[src/rtc_i2c_pkg.sv]
package rtc_i2c_pkg;

  // Clock rate of the block and the transaction time limit.
  localparam int unsigned CLK_HZ      = 250_000_000;
  localparam int unsigned TIMEOUT_S   = 1;
  localparam int unsigned TIMEOUT_CYC = CLK_HZ * TIMEOUT_S;

  // Fixed 7-bit slave address; the full byte is this plus the direction bit.
  localparam logic [6:0] SLAVE_ADDR = 7'h32;
  localparam logic       DIR_READ   = 1'h1;

  // Bit counting within one byte.
  localparam logic [3:0] BYTE_BITS  = 4'h8;
  localparam logic [2:0] LAST_BIT   = 3'h7;

  // Register pointer reset value and step.
  localparam logic [7:0] PTR_RST    = 8'h00;
  localparam logic [7:0] PTR_STEP   = 8'h01;

  // Byte value seen by the master while the device keeps SDA released.
  localparam logic [7:0] IDLE_BYTE  = 8'hFF;

  typedef enum logic [2:0] {
    ST_IDLE,
    ST_ADDR,
    ST_ADDR_ACK,
    ST_RX,
    ST_RX_ACK,
    ST_TX,
    ST_TX_ACK,
    ST_IGNORE
  } port_state_t;

  // One register write handed to the register file.
  typedef struct packed {
    logic [7:0] addr;
    logic [7:0] data;
  } wr_word_t;

endpackage

[src/wr_skid_buffer.sv]
module wr_skid_buffer (
  input  wire logic                  clk_i,
  input  wire logic                  rst_i,
  input  wire logic                  in_valid_i,
  output logic                       in_ready_o,
  input  wire rtc_i2c_pkg::wr_word_t in_word_i,
  output logic                       out_valid_o,
  input  wire logic                  out_ready_i,
  output rtc_i2c_pkg::wr_word_t      out_word_o
);

  logic                  out_valid_ff;
  logic                  spare_valid_ff;
  rtc_i2c_pkg::wr_word_t out_word_ff;
  rtc_i2c_pkg::wr_word_t spare_word_ff;
  logic                  push;
  logic                  pop;

  // Ready only depends on the spare slot, so it is a clean register term.
  assign in_ready_o  = ~spare_valid_ff;
  assign out_valid_o = out_valid_ff;
  assign out_word_o  = out_word_ff;
  assign push        = in_valid_i & ~spare_valid_ff;
  assign pop         = out_valid_ff & out_ready_i;

  // The head slot feeds the output; the spare catches a word during a stall.
  always_ff @(posedge clk_i or posedge rst_i) begin
    if (rst_i) begin
      out_valid_ff   <= 1'b0;
      spare_valid_ff <= 1'b0;
      out_word_ff    <= '0;
      spare_word_ff  <= '0;
    end else if (pop) begin
      if (spare_valid_ff) begin
        out_word_ff    <= spare_word_ff;
        spare_valid_ff <= 1'b0;
      end else if (push) begin
        out_word_ff <= in_word_i;
      end else begin
        out_valid_ff <= 1'b0;
      end
    end else if (push) begin
      if (!out_valid_ff) begin
        out_word_ff  <= in_word_i;
        out_valid_ff <= 1'b1;
      end else begin
        spare_word_ff  <= in_word_i;
        spare_valid_ff <= 1'b1;
      end
    end
  end

endmodule

[src/rtc_i2c_slave_port.sv]
// Contract
// - Both lines rest high when bus idle
// - SDA falling while SCL high starts
// - SDA rising while SCL high stops
// - Second START restarts address decoding
// - STOP accepted anywhere while receiving
// - One second busy clears interface to idle
// - After timeout writes dropped, reads all-ones
// - Resume only on a fresh START
// - Unlimited bytes of eight bits each
// - Change SDA on low SCL, sample high
// - SDA change during high SCL is condition
// - Receiver drives ninth clock low as ACK
// - Release SDA at end of ninth clock
// - Master NACK: release SDA, await STOP
// - Missing ACK means byte not accepted
// - Respond only to own fixed address
// - Direction bit is LSB, 65h/64h
// - First write byte sets pointer, then increments
// - Pointer write, repeated START, read from pointer
// - Direct read starts after last accessed
// - Clock values frozen while transaction active
module rtc_i2c_slave_port #(
  parameter int unsigned TIMEOUT_CYCLES = rtc_i2c_pkg::TIMEOUT_CYC
) (
  input  wire logic                  clk_i,
  input  wire logic                  rst_i,
  input  wire logic                  scl_i,
  input  wire logic                  sda_i,
  output logic                       sda_o,
  output logic                       sda_oe_o,
  output logic [7:0]                 rd_addr_o,
  input  wire logic [7:0]            rd_data_i,
  output logic                       wr_valid_o,
  input  wire logic                  wr_ready_i,
  output rtc_i2c_pkg::wr_word_t      wr_word_o,
  output logic                       busy_o,
  output logic                       timeout_o
);

  logic                     scl_m_ff;
  logic                     scl_s_ff;
  logic                     scl_d_ff;
  logic                     sda_m_ff;
  logic                     sda_s_ff;
  logic                     sda_d_ff;
  logic                     scl_rise;
  logic                     scl_fall;
  logic                     start_det;
  logic                     stop_det;
  rtc_i2c_pkg::port_state_t state_ff;
  logic [3:0]               bit_cnt_ff;
  logic [7:0]               rx_shift_ff;
  logic [7:0]               tx_shift_ff;
  logic [7:0]               ptr_ff;
  logic                     ptr_pend_ff;
  logic                     oe_ff;
  logic                     sda_drv_ff;
  logic                     busy_ff;
  logic                     timeout_ff;
  logic [31:0]              tmo_cnt_ff;
  logic                     tmo_hit;
  logic                     buf_ready;
  logic                     push_ff;
  rtc_i2c_pkg::wr_word_t    push_word_ff;
  logic                     addr_match;

  // Three flip-flops per bus line; only the second stage and later are read.
  always_ff @(posedge clk_i or posedge rst_i) begin
    if (rst_i) begin
      scl_m_ff <= 1'b1;
      scl_s_ff <= 1'b1;
      scl_d_ff <= 1'b1;
      sda_m_ff <= 1'b1;
      sda_s_ff <= 1'b1;
      sda_d_ff <= 1'b1;
    end else begin
      scl_m_ff <= scl_i;
      scl_s_ff <= scl_m_ff;
      scl_d_ff <= scl_s_ff;
      sda_m_ff <= sda_i;
      sda_s_ff <= sda_m_ff;
      sda_d_ff <= sda_s_ff;
    end
  end

  // Edges of SCL and bus conditions; an SDA edge under high SCL is never data.
  assign scl_rise  = scl_s_ff & ~scl_d_ff;
  assign scl_fall  = ~scl_s_ff & scl_d_ff;
  assign start_det = scl_s_ff & scl_d_ff & sda_d_ff & ~sda_s_ff;
  assign stop_det  = scl_s_ff & scl_d_ff & ~sda_d_ff & sda_s_ff;

  // The top seven bits of the address byte must equal the fixed address.
  assign addr_match = (rx_shift_ff[7:1] == rtc_i2c_pkg::SLAVE_ADDR);

  // The transaction timer counts from the first START, not from a restart.
  assign tmo_hit = busy_ff & (tmo_cnt_ff == 32'(TIMEOUT_CYCLES - 1));

  always_ff @(posedge clk_i or posedge rst_i) begin
    if (rst_i) begin
      tmo_cnt_ff <= '0;
    end else if (!busy_ff || tmo_hit) begin
      tmo_cnt_ff <= '0;
    end else begin
      tmo_cnt_ff <= tmo_cnt_ff + 32'h0000_0001;
    end
  end

  // Busy marks an open transaction so the clock counters hold their carry.
  always_ff @(posedge clk_i or posedge rst_i) begin
    if (rst_i) begin
      busy_ff    <= 1'b0;
      timeout_ff <= 1'b0;
    end else begin
      timeout_ff <= tmo_hit;
      if (stop_det || tmo_hit) begin
        busy_ff <= 1'b0;
      end else if (start_det) begin
        busy_ff <= 1'b1;
      end
    end
  end

  // Main byte engine. SDA is only changed right after a falling SCL edge, except for its release on a timeout.
  always_ff @(posedge clk_i or posedge rst_i) begin
    if (rst_i) begin
      state_ff    <= rtc_i2c_pkg::ST_IDLE;
      bit_cnt_ff  <= '0;
      rx_shift_ff <= '0;
      tx_shift_ff <= rtc_i2c_pkg::IDLE_BYTE;
      ptr_ff      <= rtc_i2c_pkg::PTR_RST;
      ptr_pend_ff <= 1'b0;
      oe_ff       <= 1'b0;
      push_ff     <= 1'b0;
      push_word_ff <= '0;
    end else begin
      push_ff <= 1'b0;
      if (tmo_hit) begin
        // Later bytes find an idle port: writes drop, reads see ones.
        state_ff <= rtc_i2c_pkg::ST_IDLE;
        oe_ff    <= 1'b0;
      end else if (start_det) begin
        // Also a repeated START: address decoding begins again.
        state_ff   <= rtc_i2c_pkg::ST_ADDR;
        bit_cnt_ff <= '0;
        oe_ff      <= 1'b0;
      end else if (stop_det) begin
        state_ff <= rtc_i2c_pkg::ST_IDLE;
        oe_ff    <= 1'b0;
      end else begin
        case (state_ff)
          rtc_i2c_pkg::ST_ADDR,
          rtc_i2c_pkg::ST_RX: begin
            if (scl_rise && bit_cnt_ff != rtc_i2c_pkg::BYTE_BITS) begin
              // Sampled on high SCL, most significant bit first.
              rx_shift_ff <= {rx_shift_ff[6:0], sda_s_ff};
              bit_cnt_ff  <= bit_cnt_ff + 4'h1;
            end else if (scl_fall && bit_cnt_ff == rtc_i2c_pkg::BYTE_BITS) begin
              if (state_ff == rtc_i2c_pkg::ST_ADDR) begin
                if (addr_match) begin
                  oe_ff    <= 1'b1;
                  state_ff <= rtc_i2c_pkg::ST_ADDR_ACK;
                end else begin
                  state_ff <= rtc_i2c_pkg::ST_IGNORE;
                end
              end else if (ptr_pend_ff) begin
                ptr_ff      <= rx_shift_ff;
                ptr_pend_ff <= 1'b0;
                oe_ff       <= 1'b1;
                state_ff    <= rtc_i2c_pkg::ST_RX_ACK;
              end else begin
                // A full buffer refuses the byte with a NACK, so no loss.
                if (buf_ready) begin
                  push_ff      <= 1'b1;
                  push_word_ff <= '{addr: ptr_ff, data: rx_shift_ff};
                  ptr_ff       <= ptr_ff + rtc_i2c_pkg::PTR_STEP;
                  oe_ff        <= 1'b1;
                end
                state_ff <= rtc_i2c_pkg::ST_RX_ACK;
              end
            end
          end
          rtc_i2c_pkg::ST_ADDR_ACK: begin
            if (scl_fall) begin
              bit_cnt_ff <= '0;
              if (rx_shift_ff[0] == rtc_i2c_pkg::DIR_READ) begin
                // Read with no pointer write continues after the last one.
                tx_shift_ff <= rd_data_i;
                oe_ff       <= ~rd_data_i[7];
                ptr_ff      <= ptr_ff + rtc_i2c_pkg::PTR_STEP;
                state_ff    <= rtc_i2c_pkg::ST_TX;
              end else begin
                oe_ff       <= 1'b0;
                ptr_pend_ff <= 1'b1;
                state_ff    <= rtc_i2c_pkg::ST_RX;
              end
            end
          end
          rtc_i2c_pkg::ST_RX_ACK: begin
            if (scl_fall) begin
              oe_ff      <= 1'b0;
              bit_cnt_ff <= '0;
              state_ff   <= rtc_i2c_pkg::ST_RX;
            end
          end
          rtc_i2c_pkg::ST_TX: begin
            if (scl_fall) begin
              if (bit_cnt_ff[2:0] == rtc_i2c_pkg::LAST_BIT) begin
                oe_ff    <= 1'b0;
                state_ff <= rtc_i2c_pkg::ST_TX_ACK;
              end else begin
                tx_shift_ff <= {tx_shift_ff[6:0], 1'b1};
                oe_ff       <= ~tx_shift_ff[6];
                bit_cnt_ff  <= bit_cnt_ff + 4'h1;
              end
            end
          end
          rtc_i2c_pkg::ST_TX_ACK: begin
            if (scl_rise) begin
              // Remember the master's answer in the spare counter bit.
              bit_cnt_ff[3] <= sda_s_ff;
            end else if (scl_fall) begin
              bit_cnt_ff <= '0;
              if (!bit_cnt_ff[3]) begin
                tx_shift_ff <= rd_data_i;
                oe_ff       <= ~rd_data_i[7];
                ptr_ff      <= ptr_ff + rtc_i2c_pkg::PTR_STEP;
                state_ff    <= rtc_i2c_pkg::ST_TX;
              end else begin
                oe_ff    <= 1'b0;
                state_ff <= rtc_i2c_pkg::ST_IGNORE;
              end
            end
          end
          rtc_i2c_pkg::ST_IGNORE: begin
            oe_ff <= 1'b0;
          end
          default: begin
            oe_ff <= 1'b0;
          end
        endcase
      end
    end
  end

  // The pad only ever pulls low; the enable carries the bit value.
  always_ff @(posedge clk_i or posedge rst_i) begin
    if (rst_i) begin
      sda_drv_ff <= 1'b0;
    end else begin
      sda_drv_ff <= 1'b0;
    end
  end

  assign sda_o     = sda_drv_ff;
  assign sda_oe_o  = oe_ff;
  assign rd_addr_o = ptr_ff;
  assign busy_o    = busy_ff;
  assign timeout_o = timeout_ff;

  // Writes pass through a two-entry buffer toward the register file.
  wr_skid_buffer u_wr_buf (
    .clk_i       (clk_i),
    .rst_i       (rst_i),
    .in_valid_i  (push_ff),
    .in_ready_o  (buf_ready),
    .in_word_i   (push_word_ff),
    .out_valid_o (wr_valid_o),
    .out_ready_i (wr_ready_i),
    .out_word_o  (wr_word_o)
  );

endmodule

[config.mk]
export PLATFORM = sky130hd
export DESIGN_NAME = rtc_i2c_slave_port
export DESIGN_NICKNAME = d
export VERILOG_FILES = /design/src/rtc_i2c_pkg.sv /design/src/wr_skid_buffer.sv /design/src/rtc_i2c_slave_port.sv
export SDC_FILE = /design/constraint.sdc
export NUM_CORES = 1
export LEC_CHECK = 0
export ABC_AREA = 1
export BUFFER_PORTS_ARGS = -buffer_cell sky130_fd_sc_hd__buf_2
export CAP_MARGIN = 20
export CORE_MARGIN = 5
export CORE_UTILIZATION = 48
export CTS_BUF_LIST = sky130_fd_sc_hd__clkbuf_2
export DETAILED_ROUTE_END_ITERATION = 10
export HOLD_SLACK_MARGIN = 0.06
export PLACE_DENSITY = 0.7
export SYNTH_ARGS = -nofsm -noshare
export SYNTH_HDL_FRONTEND = slang
export SYNTH_SLANG_ARGS = --single-unit
[constraint.sdc]
create_clock -name clk_i -period 5 [get_ports clk_i]
set_clock_uncertainty 0.2 [all_clocks]
set_input_delay 0.5 -clock clk_i [delete_from_list [all_inputs] [get_ports clk_i]]
set_output_delay 0.5 -clock clk_i [all_outputs]
set_load 0.05 [all_outputs]
After elaboration in Yosys (flattened, before gate mapping)
Index checks and enable logic that the tools add are counted.
{"block": "totals", "ff_bits": 123, "inputBits": 13, "out_inout_bits": 29}
{"block": "op_classes", "bitwise": 24, "n_mux": 92, "n_eq_ne": 41, "n_reduce_logical": 29, "add_sub_neg": 3}
{"operator": "2-to-1 mux 16 bit", "n": 5}
{"operator": "2-to-1 mux 8 bit", "n": 10}
{"operator": "2-to-1 mux 7 bit", "n": 7}
{"operator": "2-to-1 mux 3 bit", "n": 15}
{"operator": "2-to-1 mux 1 bit", "n": 41}
{"operator": "!= test 5 bit, second input constant", "n": 8}
{"operator": "AND reduction 9 bit", "n": 4}
{"operator": "adder 32 x 1 -> 32 bit, second input constant", "n": 1}
{"operator": "equality test 32 x 28 -> 1 bit, second input constant", "n": 1}
{"operator": "2-to-1 mux 32 bit", "n": 1}
{"operator": "!= test 2 bit, second input constant", "n": 15}
{"operator": "2-to-1 mux 4 bit", "n": 6}
{"operator": "one-hot mux 8 bit (3 select lines)", "n": 1}
{"operator": "one-hot mux 7 bit (3 select lines)", "n": 1}
{"operator": "one-hot mux 4 bit (4 select lines)", "n": 1}
{"operator": "!= test 3 bit, second input constant", "n": 5}
{"operator": "one-hot mux 3 bit (5 select lines)", "n": 1}
{"operator": "NOT 1 bit", "n": 14}
{"operator": "AND reduction 13 bit", "n": 1}
{"operator": "equality test 3 bit, second input constant", "n": 4}
{"operator": "AND reduction 11 bit", "n": 1}
{"operator": "bitwise AND 1 bit", "n": 10}
{"operator": "nonzero test 2 bit", "n": 5}
{"operator": "AND reduction 3 bit", "n": 3}
{"operator": "other kinds (23)", "n": 28}

Longest topological paths before layout
Gate-level depths: netlist of the first run.
{"block": "logic_depth", "ltp_word": 9, "depth_mapped": 12}

Cells and area by module
A second synthesis of the first run with hierarchy kept.
{"block": "unflattened", "cells_unflattened": 867, "area_unflattened_um2": 6762.7}
{"module": "rtc_i2c_slave_port", "area_each_um2": 5132.4, "instances": 1, "seq_area_each_um2": 2243.4, "cells_each": 658}
{"module": "wr_skid_buffer", "area_each_um2": 1630.3, "instances": 1, "seq_area_each_um2": 850.8, "cells_each": 209}

Worst setup path before layout of the first run
OpenSTA, ideal clock, no wires.
{"block": "synth_timing", "path_type": "reg2reg", "from": "reg bit_cnt_ff[0]", "to": "reg push_word_ff[8] in the netlist's numbering", "path_buffers": 1, "setup_slack_ps": 3132, "t_required_ps": 4681, "stages_incl_launch_ff": 11, "t_arrival_ps": 1549, "period_less_slack_ps": 1868, "path_cell_list": "dfrtp_1 inv_1 ha_1 nand2_1 nor2_1 nand2_1 nor4_4 nand2_4 buf_8 nand2_2 nand2_1"}
{"block": "synth_between", "elab_chain_len": 4}
{"item": "start, declared", "line_no": "rtc_i2c_slave_port.sv:52", "source": "logic [3:0] bit_cnt_ff;"}
{"item": "start signal, assigned", "line_no": "rtc_i2c_slave_port.sv:157", "source": "bit_cnt_ff <= bit_cnt_ff + 4'h1;"}
{"item": "start signal, assigned", "line_no": "rtc_i2c_slave_port.sv:214", "source": "bit_cnt_ff <= bit_cnt_ff + 4'h1;"}
{"item": "!= test 4 bit", "line_no": "rtc_i2c_slave_port.sv:154", "source": "if (scl_rise && bit_cnt_ff != rtc_i2c_pkg::BYTE_BITS) begin"}
{"item": "logical AND 1 bit", "line_no": "rtc_i2c_slave_port.sv:154"}
{"item": "NOT 1 bit (no line)"}
{"item": "AND reduction 9 bit (no line) (*)"}
{"item": "end signal, assigned", "line_no": "rtc_i2c_slave_port.sv:175", "source": "push_word_ff <= '{addr: ptr_ff, data: rx_shift_ff};"}
{"item": "end, declared", "line_no": "rtc_i2c_slave_port.sv:65", "source": "rtc_i2c_pkg::wr_word_t push_word_ff;"}
Every way passes the cells marked *; elsewhere a longest branch is shown, timed or not.
A chain may end at the register's enable or synchronous reset.

Worst setup path after layout of the first run
{"block": "layout_timing", "from": "reg tmo_cnt_ff[0]", "to": "reg tmo_cnt_ff[18]"}
{"block": "layout_between", "elab_chain_len": 4}
{"item": "start, declared", "line_no": "rtc_i2c_slave_port.sv:61", "source": "logic [31:0] tmo_cnt_ff;"}
{"item": "start signal, assigned", "line_no": "rtc_i2c_slave_port.sv:105", "source": "tmo_cnt_ff <= tmo_cnt_ff + 32'h0000_0001;"}
{"item": "parallel branches: the longest is 3 deep, another holds adder 32 x 1 -> 32 bit"}
{"item": "2-to-1 mux 32 bit (*)", "line_no": "rtc_i2c_slave_port.sv:102", "source": "end else if (!busy_ff || tmo_hit) begin"}
Every way passes the cells marked *.

==> results by group, run 1 <==
CTS
  – Later-pin clock latency in the skew report: 710 ps
  – H-tree depth: 4
  – CTS Root Cell: clkbuf_2
  – Worst-path clk slew: 190 ps
  – CTS tree: done
  – CTS max path bufs: 2
  – CTS buffer count: 17
  – Setup Buffers After CTS: 0
  – CTS sink cnt: 123

Status
  – Status: finished clean

Synthesis
  – Yosys cell types: 42
  – Sequential area share after synthesis: 47.12%
  – Top-area cell type share of the netlist area: 41.92%
  – Post-synth EDFFs: 0
  – Post-Syn Instances: 838
  – Avg Cell Area, Syn: 7.836 um2
  – Async SR Flop Fraction: 100.0%
  – Flops & latches, synth: 123
  – Top post-synthesis cells by area: dfrtp_1 42%, nand2_1 14%, nand3_1 6.4%
  – Number of synthesis warnings: 0
  – Post-synth top flop: dfrtp_1
  – Mapped Nets: 856
  – Mapped cell area: 0.006566 mm2
  – Yosys top cell by area: dfrtp_1

Route
  – Routed len/inst: 13.01 um
  – Final wirelength: 14060 um
  – Via/cell ratio: 5.152
  – Post-route ant nets: 0
  – Initial DRC Count: 577
  – Via count: 5569
  – Initial DRT Pass Iterations: 5
  – DRC Markers: 0

Run
  – Max-cap violations: 0

Global route
  – Vias in the first global route: 5098
  – Number of antenna violations at the first check in global routing: 0
  – GRT Total Usage: 18.63%
  – First-pass GRT wire length: 24610 um
  – Total gr overflow: 0
  – Largest net degree at the start of global routing: 83

Final layout
  – Synthesis-to-finish area growth: 10.54%
  – Share of cells above drive strength 1: 17.79%
  – Nets: 910
  – Antenna Cells: 0
  – Non-Filler Instances: 1081

Timing
  – RSZ-0062 raised after global routing: no
  – Fmax: 0.3956 GHz
  – Normalized max-slew margin: 29.73%
  – Max Transition Viols Final: 0
  – Final TNS setup: 0 ps
  – Period utilisation layout: 50.56%
  – Endpoints failing hold: 0
  – Worst-Margin Slew: 1051 ps
  – Minimum clock period: 2528 ps
  – Worst Hold Slack: 163.7 ps
  – Final setup violation count: 0

Critical path
  – Critical Path RT: 5340 ps
  – Critical path type: reg2reg
  – CP max FO: 30
  – CP arrival: 2870 ps
  – Startpoint class of the critical path: flip-flop
  – Worst setup EP type: flip-flop

Power
  – Sw power: 1.452 mW
  – Internal: 1.754 mW
  – Clock power frac: 18.8%
  – VDD IR max: 0.2543 mV
  – Part of the power in registers: 42.7%
  – Pwr Density: 441.7 mW/mm2
  – Leakage: 3.421 nW
  – Combinational share of power: 38.6%
  – Sw Share: 45.29%

Placed design
  – DP Wirelength: 10100 um
  – GP Congestion: 0.9186
  – Post-placement cell count: 1035
  – Port Buf Inserts: 40

Die
  – I/O Pins: 42
  – Die H: 127.0 um
  – Row cnt: 42
  – Core box area: 0.01335 mm2
  – Die X: 127.0 um
  – Full die area: 0.01612 mm2
  – Initial core utilization: 49.19%

Hold path
  – Hold crit path type: in2reg
[cell type report]
type	instances	area, um2
fillers	1317	6090
flip-flops and latches	123	3094
clock buffers	17	85.08
repair buffers	55	370.4
well taps	176	220.2
multi-input cells	618	3055
clock inverters	15	138.9
inverters	77	294.0
[through the flow]
step	worst slack [ps]	instance area (um2)	util, %	power (mW)
finish	2472	7258	54.38	3.206
global route	2245	7258	54.38	3.461
CTS	2438	7206	53.98	3.237
detailed placement	2475	6872	51.48	2.624
global placement	2531	6872	51.48	2.608
floorplan	1051	6566	-	2.356
[cell usage in the layout, fill, tap and decap left out, types with 2 or more instances in the layout]
cell           synthesis  routed
dfstp_2               13      13
a31oi_1               17      17
inv_4                  1       2
mux2_2                16      16
nor3_1                24      24
nor3_2                 2       2
or2_2                  5       5
clkinv_1               2       4
nand3_2                3       3
nand3_1               84      84
nand3b_1               2       2
nor2_2                 8       9
a2bb2oi_1              2       2
nand2_1              250     250
buf_2                  9      40
o21ai_1                8       8
dlygate4sd3_1          0      12
a21oi_1               15      15
nand2_4                4       4
ha_1                   5       5
nor4_1                 3       3
inv_2                 13      13
inv_6                  0       6
xnor2_1                3       3
inv_1                 61      60
o21ai_0               13      13
nand2_2               13      13
nor2_1               103     102
clkinv_4               0       3
clkbuf_2               0      17
xor2_1                 8       8
a211oi_1               2       2
clkinvlp_4             0       3
nor2_4                 6       6
dfrtp_1              110     110
nor3b_1                4       4
nand4_1               12      12
[synthesized netlist by cell type, types with 9 or more instances]
library cell and number:
a21oi_1 15, a31oi_1 17, buf_2 9, dfrtp_1 110, dfstp_2 13, inv_1 61, inv_2 13, mux2_2 16
nand2_1 250, nand2_2 13, nand3_1 84, nand4_1 12, nor2_1 103, nor3_1 24, o21ai_0 13
[power groups by stage]
stage / logic [mW] / registers (mW) / clock network (mW)
4_1_cts: 1.24 / 1.37 / 0.624
3_3_place_gp: 1.23 / 1.38 / 0
3_5_place_dp: 1.24 / 1.39 / 0
6_report: 1.24 / 1.37 / 0.601
2_1_floorplan: 0.715 / 1.64 / 0
5_1_grt: 1.38 / 1.40 / 0.674
[final timing paths]
path,startpoint,depth (start not counted),to,slack [ps]
min reg2reg,sda_m_ff,0,sda_s_ff,170
max in group asynchronous,rst_i,5,tmo_cnt_ff[17],3060
max reg2reg,tmo_cnt_ff[0],8,tmo_cnt_ff[18],2470
min in group asynchronous,rst_i,4,tmo_cnt_ff[27],650
max,tmo_cnt_ff[0],8,tmo_cnt_ff[18],2470
min,rd_data_i[7],8,sda_oe_o,160
[worst max-delay path: stages (launching register included)]
cell and delay [ps]:
dfrtp_1 410, ha_1 190, nand2_2 80, nor2_4 200, nand2_2 100, nor2_4 140, nand2_1 100, nand2_1 780
nor3_1 150
[layer usage]
layer  GRT usage (%)  wire (um)  vias to the layer above  share of wire (%)
met3           3.951        767                       29                5.5
met5               0          0                        -                  0
met2           27.24       6142                      144                 44
met1           27.20       6858                     2567                 49
met4           7.066        292                        0                2.1
li1                -          -                     2829                  -
[logic make-up (layout without fill, tap and decap cells)]
kind of cell             count (synthesis)  after routing  share of synthesized area (%)
AND/OR/NAND/NOR                        526            526                          36.19
flip-flops                             123            123                          47.12
buffers and inverters                   97            164                          6.383
AO/OA/AOI/OAI                           59             59                          5.088
multiplexers                            16             16                          2.744
XOR/XNOR                                11             11                          1.467
adder cells (fa/ha/maj)                  5              5                         0.9527
other                                    1              1                        0.05711
[state kept, by name, summed over array words and instances, names as in the netlist, 3 cells and up]
name,cells
bit_cnt_ff,4
push_word_ff,16
rd_addr_o,8
rx_shift_ff,8
state_ff,3
tmo_cnt_ff,32
tx_shift_ff,7
u_wr_buf.out_word_o,16
u_wr_buf.spare_word_ff,16
[what timing repair did]
action,4_1_cts,5_1_grt
hold buffers,11,1
endpoints found under the setup margin,0,0
gates resized for setup,0,0
hold endpoints to repair,83,12
No activity file was read; power rests on OpenSTA's default activity.
==> run 2, diff against run 1 <==
--- a/config.mk
+++ b/config.mk
@@ -13,7 +13,7 @@
 export CTS_BUF_LIST = sky130_fd_sc_hd__clkbuf_2
 export DETAILED_ROUTE_END_ITERATION = 10
 export HOLD_SLACK_MARGIN = 0.06
-export PLACE_DENSITY = 0.7
+export PLACE_DENSITY = 0.73
 export SYNTH_ARGS = -nofsm -noshare
 export SYNTH_HDL_FRONTEND = slang
 export SYNTH_SLANG_ARGS = --single-unit
==> constraint.sdc (replaced) <==
create_clock -name clk_i -period 2.05 [get_ports clk_i]
set_clock_uncertainty 0.2 [all_clocks]
set_input_delay 0.205 -clock clk_i [delete_from_list [all_inputs] [get_ports clk_i]]
set_output_delay 0.205 -clock clk_i [all_outputs]
set_load 0.05 [all_outputs]
==> run 2 against run 1 <==
  * Hold slack worse by 29 ps
  * Highest routed layer unchanged
  * Critical path depth is 1 higher
  * Sequential share of layout area down 2.2 points
  * Critical path type unchanged
==> results by group, run 2 (same netlist as run 1, synthesis figures left out) <==
Power
  – Power Total: 8.136 mW (+150%)
  – Internal: 4.554 mW (+160%)
  – Sw power: 3.582 mW (+150%)
  – Sw Share: 44.03% (-1.3 points)
  – Leakage: 3.612 nW (+5.6%)
  – VDD IR max: 0.6759 mV (+170%)
  – Part of the power in registers: 40.5% (-2.2 points)
  – Clock power frac: 18.7% (about the same)
  – Combinational share of power: 40.8% (+2.2 points)
  – Pwr Density: 1063 mW/mm2 (+140%)

Critical path
  – CP arrival: 2380 ps (-490 ps)
  – Critical path type: reg2reg
  – Capturing point of the worst reg2reg path: bit_cnt_ff[1]
  – Critical path launch point: state_ff[2]
  – Startpoint class of the critical path: flip-flop
  – FF-to-FF path depth: 9 (+1)
  – Reg2Reg Launch Point: state_ff[2]
  – Worst setup path endpoint: bit_cnt_ff[1]
  – Reg2Reg Setup Slack: 100 ps (-2370 ps)
  – Worst setup EP type: flip-flop
  – CP max FO: 9 (-70%)
  – Critical Path RT: 2480 ps (-2860 ps)

Global route
  – First-pass GRT wire length: 25130 um (+2.1%)
  – Largest net degree at the start of global routing: 55 (-34%)
  – GRT Total Usage: 19.07% (+0.44 points)
  – Number of antenna violations at the first check in global routing: 0 (unchanged)
  – Vias in the first global route: 5229 (+2.6%)
  – Total gr overflow: 0 (unchanged)

Timing
  – Worst-Margin Slew: 552.6 ps (-498.9 ps)
  – Minimum clock period: 1953 ps (-575.2 ps)
  – Period utilisation layout: 95.25% (+45 points)
  – Max Transition Viols Final: 0 (unchanged)
  – Post-route worst setup slack: 97.43 ps (-2375 ps)
  – Normalized max-slew margin: 63.07% (+33 points)
  – Final setup violation count: 0 (unchanged)
  – Fmax: 0.5121 GHz (+29%)
  – Endpoints failing hold: 0 (unchanged)
  – RSZ-0062 raised after global routing: yes
  – Final TNS setup: 0 ps (unchanged)

Die
  – Initial core utilization: 49.19% (unchanged)
  – I/O Pins: 42 (unchanged)
  – Core box area: 0.01335 mm2 (unchanged)
  – Die X: 127.0 um (unchanged)
  – Full die area: 0.01612 mm2 (unchanged)
  – Die H: 127.0 um (unchanged)
  – Row cnt: 42 (unchanged)

Placed design
  – Dpl ws: -43.35 ps (-2519 ps)
  – Placed cell areas: 0.007136 mm2 (+3.8%)
  – Post-placement cell count: 1065 (+2.9%)
  – Port Buf Inserts: 40 (unchanged)
  – GP Congestion: 0.9477 (+3.2%)
  – DP Wirelength: 10750 um (+6.5%)

Final layout
  – Fin area: 0.007655 mm2 (+5.5%)
  – Most frequent cells in the layout: 249 x nand2_1, 107 x dfrtp_1, 98 x nor2_1
  – Share of cells above drive strength 1: 22.08% (+4.3 points)
  – Most common cell after layout, fill and taps aside: nand2_1
  – Nets: 947 (+4.1%)
  – Synthesis-to-finish area growth: 16.58%
  – Flip-flop count of the largest register, all copies and words added: 32 (unchanged)
  – Non-Filler Instances: 1118 (+3.4%)
  – Top reg by flops: tmo_cnt_ff
  – Antenna Cells: 0 (unchanged)

Route
  – Post-route ant nets: 0 (unchanged)
  – Initial DRT Pass Iterations: 5 (unchanged)
  – Via/cell ratio: 5.094 (-1.1%)
  – Via count: 5695 (+2.3%)
  – Initial DRC Count: 500 (-13%)
  – DRC Markers: 0 (unchanged)
  – Routed len/inst: 13.30 um (+2.2%)
  – Final wirelength: 14860 um (+5.7%)

Hold path
  – Hold crit path type: in2reg

CTS
  – Later-pin clock latency in the skew report: 690 ps (-20 ps)
  – CTS Root Cell: clkbuf_2
  – H-tree depth: 4 (unchanged)
  – Worst-path clk slew: 200 ps (about the same)
  – CTS max path bufs: 2 (unchanged)
  – CTS buffer count: 17 (unchanged)
  – CTS tree: done
  – CTS sink cnt: 123 (unchanged)

Run
  – Max-cap violations: 0 (unchanged)

Status
  – Status: finished clean
run 2: changes by cell type in the layout (fill, tap and decap cells not counted), moves of 4 or more:
cell,change
inv_6,-4
buf_4,+30
dlygate4sd3_1,+4
nor2_1,-4
run 2: layout make-up:
cell class | instances | area (um2)
repair buffers | 91 | 666.9
well taps | 176 | 220.2
flip-flops and latches | 123 | 3098
clock inverters | 14 | 146.4
multi-input cells | 619 | 3133
inverters | 77 | 300.3
clock buffers | 18 | 90.09
fillers | 1247 | 5693
run 2: metal layers:
metal	share of wire (%)	vias up	GRT usage [%]
li1	-	2900	-
met4	1.5	0	5.741
met2	45	147	28.58
met3	5.7	27	4.708
met5	0	-	0
met1	48	2621	27.44
run 2: how the worst min path moves through the flow:
stage,cells past startpoint,from,end
2_1_floorplan,0,scl_i,scl_m_ff
3_3_place_gp,2,rst_i,u_wr_buf.out_valid_o
3_5_place_dp,2,rst_i,u_wr_buf.out_word_o[13]
4_1_cts,6,rd_data_i[3],tx_shift_ff[3]
5_1_grt,6,rd_data_i[3],tx_shift_ff[3]
6_report,6,rd_data_i[4],tx_shift_ff[4]
run 2: power by group through the flow:
stage               Combinational, mW  Sequential (mW)  Clock (mW)
floorplan                        1.75             4.00           0
CTS                              3.28             3.29        1.57
finish                           3.32             3.30        1.52
detailed placement               3.25             3.33           0
global placement                 3.22             3.32           0
global route                     3.68             3.36        1.68
run 2: metrics by stage:
step	utilization, %	hold WS, ps
6_report	57.35	134.4
3_5_place_dp	53.46	78.16
5_1_grt	57.35	83.27
2_1_floorplan	-	9.478
3_3_place_gp	53.46	73.00
4_1_cts	56.49	67.44
run 2: what timing repair did:
action | in CTS | in global routing
pin swaps | 0 | 4
buffers inserted | 0 | 4
endpoints found under the hold margin | 167 | 0
hold buffers | 16 | 0
setup endpoints to repair | 11 | 39
cloned | 0 | 1
resized for setup | 2 | 20
run 2: critical path, stage by stage, from the launching register on:
cell and delay (ps):
dfrtp_1 530, nor2_1 290, nand3_2 200, nand2_1 100
nand2_1 50, nand2_1 100, nand3_2 110, nor2_1 210
nand2_1 70, nand2_1 60
